==> src/include/rtcfg_pkg.sv <==
package rtcfg_pkg;

   // Register offsets on the control port.
   localparam logic [7:0] OFS_LIFT_THERM = 8'h27;
   localparam logic [7:0] OFS_FAST_CTRL  = 8'h28;
   localparam logic [7:0] OFS_RESERVED   = 8'h29;
   localparam logic [7:0] OFS_ZERO_CROSS = 8'h2a;

   // Values after power-on reset.
   localparam logic [7:0] RST_LIFT_THERM = 8'h20;
   localparam logic [7:0] RST_FAST_CTRL  = 8'h44;
   localparam logic [7:0] RST_RESERVED   = 8'hf8;
   localparam logic [7:0] RST_ZERO_CROSS = 8'hc0;

   // Field positions inside the registers.
   localparam int LIFT_LSB     = 6;
   localparam int THERM_MSB    = 5;
   localparam int FREQ_A_BIT   = 7;
   localparam int CLAMP_A_BIT  = 6;
   localparam int EXT_A_LSB    = 4;
   localparam int FREQ_B_BIT   = 3;
   localparam int CLAMP_B_BIT  = 2;
   localparam int EXT_B_LSB    = 0;
   localparam int HYST_LSB     = 6;
   localparam int ZC_SIGN_BIT  = 5;

   // Clock period and extension step, both in picoseconds.
   localparam int CLK_PERIOD_PS = 20000;
   localparam int EXT_STEP_PS   = 625000;

   // Thermal sense voltage at 100 degrees: base minus code times step, in microvolts.
   localparam logic [20:0] THERM_BASE_UV = 21'h16_e360;
   localparam logic [11:0] THERM_STEP_UV = 12'hc35;

   // Control port serial states.
   typedef enum logic [3:0] {
      ST_IDLE     = 4'b0000,
      ST_ADDR     = 4'b0001,
      ST_ADDR_ACK = 4'b0010,
      ST_PTR      = 4'b0011,
      ST_PTR_ACK  = 4'b0100,
      ST_WDATA    = 4'b0101,
      ST_WR_ACK   = 4'b0110,
      ST_RDATA    = 4'b0111,
      ST_RD_ACK   = 4'b1000
   } rtcfg_state_type;

endpackage

==> src/include/rtcfg_cond_if.sv <==
`timescale 1ns/10ps
// Bus conditions found on the serial pins, one-cycle pulses except the data level.
interface rtcfg_cond_if;
   logic scl_rise;   // Clock line went high.
   logic scl_fall;   // Clock line went low.
   logic start_seen; // Data fell while clock high.
   logic stop_seen;  // Data rose while clock high.
   logic sda_level;  // Synchronised data level.
   modport source (output scl_rise, output scl_fall, output start_seen, output stop_seen, output sda_level);
   modport sink   (input scl_rise, input scl_fall, input start_seen, input stop_seen, input sda_level);
endinterface

==> src/hw/rtcfg_pin_cond.sv <==
`timescale 1ns/10ps
module rtcfg_pin_cond (
   // Clock and reset.
   input  wire logic     clk,
   input  wire logic     sys_rst,
   // Raw serial pins.
   input  wire logic     scl_pin,
   input  wire logic     sda_pin,
   // Found conditions.
   rtcfg_cond_if.source  cond
);

   logic [1:0] scl_sync;      // Two-stage synchroniser for the clock pin.
   logic [1:0] sda_sync;      // Two-stage synchroniser for the data pin.
   logic       scl_prev;      // Previous synchronised clock level.
   logic       sda_prev;      // Previous synchronised data level.
   logic       next_rise;
   logic       next_fall;
   logic       next_start;
   logic       next_stop;
   logic       rise_q;
   logic       fall_q;
   logic       start_q;
   logic       stop_q;

   // Conditions compare only second-stage and later levels, never the first flop.
   always_comb begin
      next_rise  = scl_sync[1] && !scl_prev;
      next_fall  = !scl_sync[1] && scl_prev;
      next_start = scl_sync[1] && scl_prev && !sda_sync[1] && sda_prev;
      next_stop  = scl_sync[1] && scl_prev && sda_sync[1] && !sda_prev;
   end

   // Idle bus reads high, so the synchronisers and previous levels reset to the released level; the condition pulses reset low.
   always_ff @(posedge clk) begin
      if (sys_rst) begin
         scl_sync <= 2'h3;
         sda_sync <= 2'h3;
         scl_prev <= 1'b1;
         sda_prev <= 1'b1;
         rise_q   <= 1'b0;
         fall_q   <= 1'b0;
         start_q  <= 1'b0;
         stop_q   <= 1'b0;
      end else begin
         scl_sync <= {scl_sync[0], scl_pin};
         sda_sync <= {sda_sync[0], sda_pin};
         scl_prev <= scl_sync[1];
         sda_prev <= sda_sync[1];
         rise_q   <= next_rise;
         fall_q   <= next_fall;
         start_q  <= next_start;
         stop_q   <= next_stop;
      end
   end

   assign cond.scl_rise   = rise_q;
   assign cond.scl_fall   = fall_q;
   assign cond.start_seen = start_q;
   assign cond.stop_seen  = stop_q;
   assign cond.sda_level  = sda_prev;

endmodule

==> src/hw/rtcfg_regs.sv <==
`timescale 1ns/10ps
// Functional notes
// - Lift select codes give 1x to 2.5x.
// - Thermal voltage is 1.5V minus code times 3.125mV.
// - Frequency limit enables suppress multiple fast-mode pulses.
// - Clamp enables clamp amplifier during fast mode.
// - Extension select gives 0.625us steps up to 2.5us.
// - Hysteresis select gives 0.208mV steps.
// - Zero-cross offset is sign-magnitude, bit 5 sign.
module rtcfg_regs #(
   parameter logic [6:0] DEV_ADDR = 7'h20 // Arbitrary device address on the control port.
) (
   // Clock and reset.
   input  wire logic        clk,
   input  wire logic        sys_rst,
   // Control port pins; the data enable is low while the pin is pulled low.
   input  wire logic        scl_pin,
   input  wire logic        sda_pin,
   output logic             sda_out,
   output logic             sda_oe_n,
   // Third rail settings.
   output logic [1:0]       rail_c_ramp_lift_select,
   output logic [2:0]       rail_c_lift_half_steps,
   output logic [5:0]       rail_c_thermal_offset,
   output logic [20:0]      rail_c_thermal_sense_voltage,
   output logic [1:0]       rail_c_zero_cross_hysteresis,
   output logic [5:0]       rail_c_zero_cross_offset,
   output logic signed [5:0] rail_c_zero_cross_steps,
   // First and second rail fast voltage mode settings.
   output logic             rail_a_fast_mode_freq_limit_en,
   output logic             rail_a_amp_clamp_en,
   output logic [1:0]       rail_a_extend_time_select,
   output logic [7:0]       rail_a_extend_cycles,
   output logic             rail_b_fast_mode_freq_limit_en,
   output logic             rail_b_amp_clamp_en,
   output logic [1:0]       rail_b_extend_time_select,
   output logic [7:0]       rail_b_extend_cycles,
   // Fixed pattern register, exposed for the analog trim.
   output logic [7:0]       reserved_pattern
);

   rtcfg_cond_if cond ();

   rtcfg_pin_cond u_pin_cond (
      .clk     (clk),
      .sys_rst (sys_rst),
      .scl_pin (scl_pin),
      .sda_pin (sda_pin),
      .cond    (cond)
   );

   // Extension step count for a select code, rounded down to whole cycles.
   function automatic logic [7:0] ext_cycles(input logic [1:0] sel);
      int t;
      t = (int'(sel) + 1) * rtcfg_pkg::EXT_STEP_PS / rtcfg_pkg::CLK_PERIOD_PS;
      return t[7:0];
   endfunction

   // Serial engine state.
   rtcfg_pkg::rtcfg_state_type state, next_state;
   logic [3:0] bit_cnt, next_bit_cnt;     // Bits seen in the current byte.
   logic [7:0] shift, next_shift;         // Incoming byte.
   logic [7:0] tx, next_tx;               // Outgoing byte, msb first.
   logic [7:0] ptr, next_ptr;             // Register pointer, auto-increments.
   logic       rw, next_rw;               // Read when set.
   logic       oe_n, next_oe_n;           // Open-drain enable.
   logic       wr_stb, next_wr_stb;       // One-cycle marker of a register write.

   // Register storage.
   logic [7:0] lift_therm, next_lift_therm;
   logic [7:0] fast_ctrl, next_fast_ctrl;
   logic [7:0] rsvd, next_rsvd;
   logic [7:0] zero_cross, next_zero_cross;
   logic [20:0] therm_uv, next_therm_uv;
   logic [7:0] ext_a, next_ext_a;
   logic [7:0] ext_b, next_ext_b;
   logic signed [5:0] zc_steps, next_zc_steps;
   logic [2:0] half_steps, next_half_steps; // Lift in half units, registered so the port comes from a flop.

   // Read mux; unmapped offsets read as zero.
   function automatic logic [7:0] rd_mux(input logic [7:0] a, input logic [7:0] r0,
                                         input logic [7:0] r1, input logic [7:0] r2, input logic [7:0] r3);
      logic [7:0] v;
      v = 8'h00;
      if (a == rtcfg_pkg::OFS_LIFT_THERM) v = r0;
      if (a == rtcfg_pkg::OFS_FAST_CTRL) v = r1;
      if (a == rtcfg_pkg::OFS_RESERVED) v = r2;
      if (a == rtcfg_pkg::OFS_ZERO_CROSS) v = r3;
      return v;
   endfunction

   // Byte-level protocol: address, pointer, then data with auto-increment.
   // Start and stop override any state, so a confused master can always resynchronise.
   always_comb begin
      next_state      = state;
      next_bit_cnt    = bit_cnt;
      next_shift      = shift;
      next_tx         = tx;
      next_ptr        = ptr;
      next_rw         = rw;
      next_oe_n       = oe_n;
      next_wr_stb     = 1'b0;
      next_lift_therm = lift_therm;
      next_fast_ctrl  = fast_ctrl;
      next_rsvd       = rsvd;
      next_zero_cross = zero_cross;
      if (cond.start_seen) begin
         next_state   = rtcfg_pkg::ST_ADDR;
         next_bit_cnt = 4'h0;
         next_oe_n    = 1'b1;
      end else if (cond.stop_seen) begin
         next_state = rtcfg_pkg::ST_IDLE;
         next_oe_n  = 1'b1;
      end else begin
         unique case (state)
            rtcfg_pkg::ST_IDLE: begin
               next_oe_n = 1'b1;
            end
            rtcfg_pkg::ST_ADDR, rtcfg_pkg::ST_PTR, rtcfg_pkg::ST_WDATA: begin
               if (cond.scl_rise && bit_cnt != 4'h8) begin
                  next_shift   = {shift[6:0], cond.sda_level};
                  next_bit_cnt = bit_cnt + 4'h1;
               end else if (cond.scl_fall && bit_cnt == 4'h8) begin
                  next_bit_cnt = 4'h0;
                  next_oe_n    = 1'b0;
                  if (state == rtcfg_pkg::ST_ADDR) begin
                     // A foreign address is not acknowledged; wait for the next start.
                     if (shift[7:1] == DEV_ADDR) begin
                        next_rw    = shift[0];
                        next_state = rtcfg_pkg::ST_ADDR_ACK;
                     end else begin
                        next_oe_n  = 1'b1;
                        next_state = rtcfg_pkg::ST_IDLE;
                     end
                  end else if (state == rtcfg_pkg::ST_PTR) begin
                     next_ptr   = shift;
                     next_state = rtcfg_pkg::ST_PTR_ACK;
                  end else begin
                     // Whole byte lands at once; unmapped writes are acked and dropped.
                     next_wr_stb = 1'b1;
                     if (ptr == rtcfg_pkg::OFS_LIFT_THERM) next_lift_therm = shift;
                     if (ptr == rtcfg_pkg::OFS_FAST_CTRL) next_fast_ctrl = shift;
                     if (ptr == rtcfg_pkg::OFS_RESERVED) next_rsvd = shift;
                     if (ptr == rtcfg_pkg::OFS_ZERO_CROSS) next_zero_cross = shift;
                     next_ptr   = ptr + 8'h01;
                     next_state = rtcfg_pkg::ST_WR_ACK;
                  end
               end
            end
            rtcfg_pkg::ST_ADDR_ACK, rtcfg_pkg::ST_RD_ACK: begin
               if (state == rtcfg_pkg::ST_RD_ACK && cond.scl_rise && cond.sda_level) begin
                  // Master not-acknowledge ends the read burst.
                  next_state = rtcfg_pkg::ST_IDLE;
               end else if (cond.scl_fall) begin
                  if (rw) begin
                     next_tx      = rd_mux(ptr, lift_therm, fast_ctrl, rsvd, zero_cross);
                     next_oe_n    = next_tx[7];
                     next_ptr     = ptr + 8'h01;
                     next_bit_cnt = 4'h0;
                     next_state   = rtcfg_pkg::ST_RDATA;
                  end else begin
                     next_oe_n  = 1'b1;
                     next_state = rtcfg_pkg::ST_PTR;
                  end
               end
            end
            rtcfg_pkg::ST_PTR_ACK, rtcfg_pkg::ST_WR_ACK: begin
               if (cond.scl_fall) begin
                  next_oe_n  = 1'b1;
                  next_state = rtcfg_pkg::ST_WDATA;
               end
            end
            rtcfg_pkg::ST_RDATA: begin
               if (cond.scl_rise) begin
                  next_bit_cnt = bit_cnt + 4'h1;
               end else if (cond.scl_fall) begin
                  if (bit_cnt == 4'h8) begin
                     next_oe_n    = 1'b1;
                     next_bit_cnt = 4'h0;
                     next_state   = rtcfg_pkg::ST_RD_ACK;
                  end else begin
                     next_tx   = {tx[6:0], 1'b0};
                     next_oe_n = tx[6];
                  end
               end
            end
            default: begin
               next_state = rtcfg_pkg::ST_IDLE;
            end
         endcase
      end
   end

   // Decoded settings follow the stored fields one cycle later.
   always_comb begin
      // Both factors are widened first, so the product cannot wrap at twelve bits.
      next_therm_uv = rtcfg_pkg::THERM_BASE_UV
                    - 21'(lift_therm[rtcfg_pkg::THERM_MSB:0]) * 21'(rtcfg_pkg::THERM_STEP_UV);
      next_half_steps = {1'b0, lift_therm[rtcfg_pkg::LIFT_LSB +: 2]} + 3'h2;
      next_ext_a    = ext_cycles(fast_ctrl[rtcfg_pkg::EXT_A_LSB +: 2]);
      next_ext_b    = ext_cycles(fast_ctrl[rtcfg_pkg::EXT_B_LSB +: 2]);
      next_zc_steps = zero_cross[rtcfg_pkg::ZC_SIGN_BIT] ? -$signed({1'b0, zero_cross[4:0]})
                                                         : $signed({1'b0, zero_cross[4:0]});
   end

   // Registers only; reset loads the register defaults and half_steps, and clears the other decoded settings.
   always_ff @(posedge clk) begin
      if (sys_rst) begin
         state      <= rtcfg_pkg::ST_IDLE;
         bit_cnt    <= 4'h0;
         shift      <= 8'h00;
         tx         <= 8'h00;
         ptr        <= 8'h00;
         rw         <= 1'b0;
         oe_n       <= 1'b1;
         wr_stb     <= 1'b0;
         lift_therm <= rtcfg_pkg::RST_LIFT_THERM;
         fast_ctrl  <= rtcfg_pkg::RST_FAST_CTRL;
         rsvd       <= rtcfg_pkg::RST_RESERVED;
         zero_cross <= rtcfg_pkg::RST_ZERO_CROSS;
         therm_uv   <= 21'h0;
         ext_a      <= 8'h00;
         ext_b      <= 8'h00;
         zc_steps   <= 6'sh0;
         half_steps <= {1'b0, rtcfg_pkg::RST_LIFT_THERM[rtcfg_pkg::LIFT_LSB +: 2]} + 3'h2;
      end else begin
         state      <= next_state;
         bit_cnt    <= next_bit_cnt;
         shift      <= next_shift;
         tx         <= next_tx;
         ptr        <= next_ptr;
         rw         <= next_rw;
         oe_n       <= next_oe_n;
         wr_stb     <= next_wr_stb;
         lift_therm <= next_lift_therm;
         fast_ctrl  <= next_fast_ctrl;
         rsvd       <= next_rsvd;
         zero_cross <= next_zero_cross;
         therm_uv   <= next_therm_uv;
         ext_a      <= next_ext_a;
         ext_b      <= next_ext_b;
         zc_steps   <= next_zc_steps;
         half_steps <= next_half_steps;
      end
   end

   // The open-drain data line only ever pulls low.
   assign sda_out  = 1'b0;
   assign sda_oe_n = oe_n;

   assign rail_c_ramp_lift_select        = lift_therm[rtcfg_pkg::LIFT_LSB +: 2];
   assign rail_c_lift_half_steps         = half_steps;
   assign rail_c_thermal_offset          = lift_therm[rtcfg_pkg::THERM_MSB:0];
   assign rail_c_thermal_sense_voltage   = therm_uv;
   assign rail_c_zero_cross_hysteresis   = zero_cross[rtcfg_pkg::HYST_LSB +: 2];
   assign rail_c_zero_cross_offset       = zero_cross[5:0];
   assign rail_c_zero_cross_steps        = zc_steps;
   assign rail_a_fast_mode_freq_limit_en = fast_ctrl[rtcfg_pkg::FREQ_A_BIT];
   assign rail_a_amp_clamp_en            = fast_ctrl[rtcfg_pkg::CLAMP_A_BIT];
   assign rail_a_extend_time_select      = fast_ctrl[rtcfg_pkg::EXT_A_LSB +: 2];
   assign rail_a_extend_cycles           = ext_a;
   assign rail_b_fast_mode_freq_limit_en = fast_ctrl[rtcfg_pkg::FREQ_B_BIT];
   assign rail_b_amp_clamp_en            = fast_ctrl[rtcfg_pkg::CLAMP_B_BIT];
   assign rail_b_extend_time_select      = fast_ctrl[rtcfg_pkg::EXT_B_LSB +: 2];
   assign rail_b_extend_cycles           = ext_b;
   assign reserved_pattern               = rsvd;

   // Checks on the settings and the port.
   property p_lift;
      @(posedge clk) disable iff (sys_rst)
      $stable(lift_therm) |=> rail_c_lift_half_steps == 3'h2 + {1'b0, $past(rail_c_ramp_lift_select)};
   endproperty
   a_lift: assert property (p_lift) else $error("lift steps wrong");

   property p_therm;
      @(posedge clk) disable iff (sys_rst)
      $stable(lift_therm) |=> therm_uv == 21'd1500000 - 21'd3125 * 21'($past(rail_c_thermal_offset));
   endproperty
   a_therm: assert property (p_therm) else $error("thermal voltage wrong");

   property p_fast_write;
      @(posedge clk) disable iff (sys_rst)
      (wr_stb && ptr == rtcfg_pkg::OFS_FAST_CTRL + 8'h01)
      |-> rail_a_fast_mode_freq_limit_en == shift[7] && rail_b_fast_mode_freq_limit_en == shift[3];
   endproperty
   a_fast_write: assert property (p_fast_write) else $error("frequency limit enable not written");

   property p_clamp_write;
      @(posedge clk) disable iff (sys_rst)
      (wr_stb && ptr == rtcfg_pkg::OFS_FAST_CTRL + 8'h01)
      |-> rail_a_amp_clamp_en == shift[6] && rail_b_amp_clamp_en == shift[2];
   endproperty
   a_clamp_write: assert property (p_clamp_write) else $error("clamp enable not written");

   property p_ext;
      @(posedge clk) disable iff (sys_rst)
      ($stable(fast_ctrl) && rail_a_extend_time_select == 2'h3) |=> rail_a_extend_cycles == 8'd125;
   endproperty
   a_ext: assert property (p_ext) else $error("extension cycles wrong");

   property p_hyst_hold;
      @(posedge clk) disable iff (sys_rst)
      !wr_stb |-> $stable(rail_c_zero_cross_hysteresis);
   endproperty
   a_hyst_hold: assert property (p_hyst_hold) else $error("hysteresis changed without write");

   property p_zc_sign;
      @(posedge clk) disable iff (sys_rst)
      $stable(zero_cross) ##1 $stable(zero_cross)
      |-> (zero_cross[5] ? (zc_steps <= 0) : (zc_steps >= 0)) && (zc_steps == 0 || zc_steps[5] == zero_cross[5]);
   endproperty
   a_zc_sign: assert property (p_zc_sign) else $error("offset sign wrong");

   property p_reset;
      @(posedge clk)
      sys_rst |=> fast_ctrl == 8'h44 && lift_therm == 8'h20 && zero_cross == 8'hc0 && sda_oe_n;
   endproperty
   a_reset: assert property (p_reset) else $error("reset defaults wrong");

   property p_rsvd_reset;
      @(posedge clk)
      sys_rst |=> reserved_pattern == 8'hf8;
   endproperty
   a_rsvd_reset: assert property (p_rsvd_reset) else $error("fixed pattern default wrong");

   property p_addr_ack;
      @(posedge clk) disable iff (sys_rst)
      (state == rtcfg_pkg::ST_ADDR && cond.scl_fall && bit_cnt == 4'h8 && shift[7:1] == DEV_ADDR
       && !cond.start_seen && !cond.stop_seen) |=> !sda_oe_n && state == rtcfg_pkg::ST_ADDR_ACK;
   endproperty
   a_addr_ack: assert property (p_addr_ack) else $error("address not acknowledged");

endmodule

==> config.mk <==
export PLATFORM = sky130hd
export DESIGN_NAME = rtcfg_regs
export DESIGN_NICKNAME = d
export VERILOG_FILES = /design/src/include/rtcfg_pkg.sv /design/src/include/rtcfg_cond_if.sv /design/src/hw/rtcfg_pin_cond.sv /design/src/hw/rtcfg_regs.sv
export SDC_FILE = /design/constraint.sdc
export NUM_CORES = 1
export LEC_CHECK = 0
export BUFFER_PORTS_ARGS = -buffer_cell sky130_fd_sc_hd__buf_2
export CAP_MARGIN = 30
export CORE_MARGIN = 2
export CORE_UTILIZATION = 35
export DETAILED_ROUTE_END_ITERATION = 6
export HOLD_SLACK_MARGIN = 0.08
export PLACE_DENSITY_LB_ADDON = 0.2
export REMOVE_ABC_BUFFERS = 1
export SLEW_MARGIN = 5
export SYNTH_ARGS = -nofsm -noshare
export SYNTH_HDL_FRONTEND = slang
export SYNTH_HIERARCHICAL = 1
export SYNTH_SLANG_ARGS = --single-unit
==> constraint.sdc <==
create_clock -name clk -period 4.39 [get_ports clk]
set_input_delay 0.878 -clock clk [delete_from_list [all_inputs] [get_ports clk]]
set_output_delay 0.878 -clock clk [all_outputs]
set_load 0.01 [all_outputs]
==> summary.txt <==
Clock tree
  – Clock buffer depth: 2
  – H-tree Lvls: 4
  – TritonCTS clock tree: yes
  – Clock root cell: clkbuf_16
  – Clk Latency, worst-skew pair: 0.42 ns
  – Sink Count: 120
  – Number of hold buffers added after CTS: 0
  – Total CTS buffers: 17
  – Reg clk slew, reported paths: 0.06 ns

Logic synthesis
  – Synth top area share: 26.9%
  – Mapped Avg Cell Area: 7.72 µm²
  – Prevailing post-synth register cell: dfxtp_1
  – Simple-gate area share of the yosys netlist: 24.9%
  – XOR/XNOR share of the synthesized area: 3.22%
  – Mux cell area share after synthesis: 2.84%
  – Top cells by area, synth: dfxtp_1 27%, ha_1 11%, nor2_1 5.6%
  – Synthesized area: 8930 µm²
  – Cells after Synth: 1,156
  – Synth Area in Adders: 12.6%
  – EDFF count, synth: 0
  – Unique masters post-synth: 92
  – Ys async rst share: 0%
  – Synth Area in Compound Gates: 22.4%
  – Yosys reg bits: 120
  – Post-synthesis sequential area ratio: 26.9%
  – Main combinational cell family by area after synthesis: simple AND/OR/NAND/NOR gates
  – Ys Warns: 6
  – Synth area leader: dfxtp_1

GRT
  – Vias in the first global route: 7,669
  – Largest net degree at the start of global routing: 65
  – Initial antenna violation count: 0
  – Global-route wire length before repair: 40,200 µm
  – Total Routing Usage GR: 18.6%
  – Grt ovf: 0

Run status
  – Status: finished, final reports clean

Floorplan
  – Die X: 164 µm
  – Core area: 25,100 µm²
  – Row cnt: 58
  – Initial core utilization: 35.6%
  – Die area: 26,800 µm²
  – DIE HEIGHT: 164 µm
  – IO Pins: 84

Setup path
  – Worst EP arrival: 4.45 ns
  – FF-to-FF Start: lift_therm[3]$_SDFFE_PP0P_
  – Critical path required time: 4.70 ns
  – CP Capture Type: register
  – Startpoint Class: register
  – Crit Path Category: register to register
  – R2R Setup Slk: 0.25 ns
  – Register-to-Register Path Depth: 16
  – Maximum fanout along the worst path: 2
  – Critical Path Start: lift_therm[3]$_SDFFE_PP0P_

Timing
  – Relative slew margins: 53.0%
  – Worst setup margin: 0.249 ns
  – Min cycle time layout: 4.14 ns
  – Slew Viols, Final: 0
  – Final Skew: 0.00928 ns
  – Worst slew pin tran: 0.699 ns
  – Final hold vios: 0
  – RSZ-0062 raised after global routing: false
  – Setup tns final: 0 ns
  – Hold_ws: 0.401 ns
  – Period utilisation layout: 94.3%
  – Final setup violation count: 0
  – FMAX: 0.241 GHz

Detailed routing
  – Drt wl/cell: 15.9 µm
  – First drt pass iteration count: 5
  – DRT iter0 DRCs: 655
  – Vias per cell: 5.38
  – Post-route ant nets: 0
  – Vias: 8,402
  – Post-Route WL: 24,800 µm
  – DRC viols: 0

Layout
  – Final non-filler cell total: 1,562
  – Fin util: 41.1%
  – Most frequent cells in the layout: 133 x nor2_1, 120 x dfxtp_1, 114 x nand2_1, 80 x buf_2, 78 x ha_1
  – Final net count: 1,310
  – Share of post-route cells with drive strength above 1: 15.2%
  – Fill cells: 2,581
  – Antenna cells: 0
  – Syn-to-layout area delta: 15.5%
  – Multi-input gate area: 5930 µm²
  – Most common cell after layout, fill and taps aside: nor2_1
  – FF+latch area: 2400 µm²

Power
  – Worst vdd ir: 0.232 mV
  – P_leak: 4.36 nW
  – Power density of the placed cells: 282 nW/µm²

Job
  – Max-cap violations: 0

Min path
  – Hold Crit Start: u_pin_cond/sda_sync[0]$_SDFF_PP1_
  – Worst hold path cell count: 1
  – Hold Path Class: register to register

Place
  – Pre-CTS setup slack: 0.0576 ns
  – Number of port buffers: 81
  – Placer Congestion: 0.867
  – DP Wirelength: 17,700 µm
  – Placed cells: 1,529
## synth_stat cells (all sizes together) (8+ instances only)
| master | n |
|---|---|
| ha | 79 |
| o21ai | 55 |
| nand3 | 35 |
| and3 | 15 |
| a222oi | 8 |
| xnor2 | 18 |
| nand4 | 14 |
| and2 | 17 |
| a211oi | 22 |
| buf | 19 |
| mux2i | 22 |
| nor2 | 134 |
| inv | 76 |
| a22oi | 9 |
| o21a | 13 |
| nand2 | 114 |
| nor3 | 31 |
| a21oi | 81 |
| a31oi | 19 |
| dfxtp | 120 |
| xor2 | 14 |
| or2 | 12 |
| nor3b | 9 |
| clkbuf | 56 |
| nor2b | 21 |
| a22o | 9 |
| nand2b | 12 |
## per-stage QoR
step / area, µm² / total power [mW]
2_1_floorplan: 8590 / 1.41
3_3_place_gp: 9680 / 1.52
3_5_place_dp: 9690 / 1.52
4_1_cts: 10300 / 2.94
5_1_grt: 10300 / 3.03
6_report: 10300 / 2.91
## state kept, by name, indices dropped and copies added, names as in the netlist, 8 cells and up
signal and cells:
zero_cross 8, rail_a_extend_cycles 8, rail_c_thermal_sense_voltage 20, lift_therm 8
fast_ctrl 8, shift 8, reserved_pattern 8, rail_b_extend_cycles 8
ptr 8
## worst max-delay path, stage by stage, from the launching register on
cell and delay, ns:
dfxtp_1 0.31, ha_1 0.32, ha_1 0.28, inv_1 0.04, fa_1 0.46, fa_1 0.54
ha_4 0.21, inv_1 0.08, o21bai_1 0.09, a21oi_2 0.16, nor2b_1 0.06, o21a_1 0.18
o31a_1 0.31, o211a_1 0.24, o31a_1 0.29, or3_1 0.29, and3_1 0.18
## cells by family after synthesis
family,count (synthesis)
adder cells (fa/ha/maj),86
AO/OA/AOI/OAI,290
other,1
AND/OR/NAND/NOR,450
buffers and inverters,152
XOR/XNOR,32
flip-flops,120
multiplexers,25
## layout make-up
class / instances / area share, %
multi-input combinational: 885 / 57.5
sequential: 120 / 23.3
timing repair buffer: 119 / 6.72
clock buffer: 18 / 4.26
tap: 330 / 4.00
inverter: 77 / 2.80
clock inverter: 13 / 1.41
## power by group
part           leakage, nW  total [mW]  internal (mW)  switching [mW]
clock network        0.279        1.41          0.852           0.557
logic                 3.11       0.329          0.119           0.211
registers            0.976        1.17           1.12          0.0493
total                 4.36        2.91           2.09           0.817
## layer usage
metal | share of wire (%) | track usage [%] | up-vias
li1 | - | - | 4231
met1 | 48 | 26.1 | 3901
met2 | 45 | 28.9 | 237
met3 | 4.9 | 3.48 | 33
met4 | 1.9 | 5.78 | 0
met5 | 0 | 0 | -
## path summary, 6_finish.rpt
| kind | end |
|---|---|
| max reg2reg | rail_c_thermal_sense_voltage[17]$_SDFF_PP0_ |
| min reg2reg | u_pin_cond/sda_sync[1]$_SDFF_PP1_ |
| max | rail_c_thermal_sense_voltage[17]$_SDFF_PP0_ |
| min | u_pin_cond/sda_sync[1]$_SDFF_PP1_ |
## timing repair
item | CTS | global route
buffers inserted | 0 | 2
resized for setup | 0 | 5
endpoints found under the setup margin | 0 | 4
Note: power is estimated with default switching activity, not from simulation.
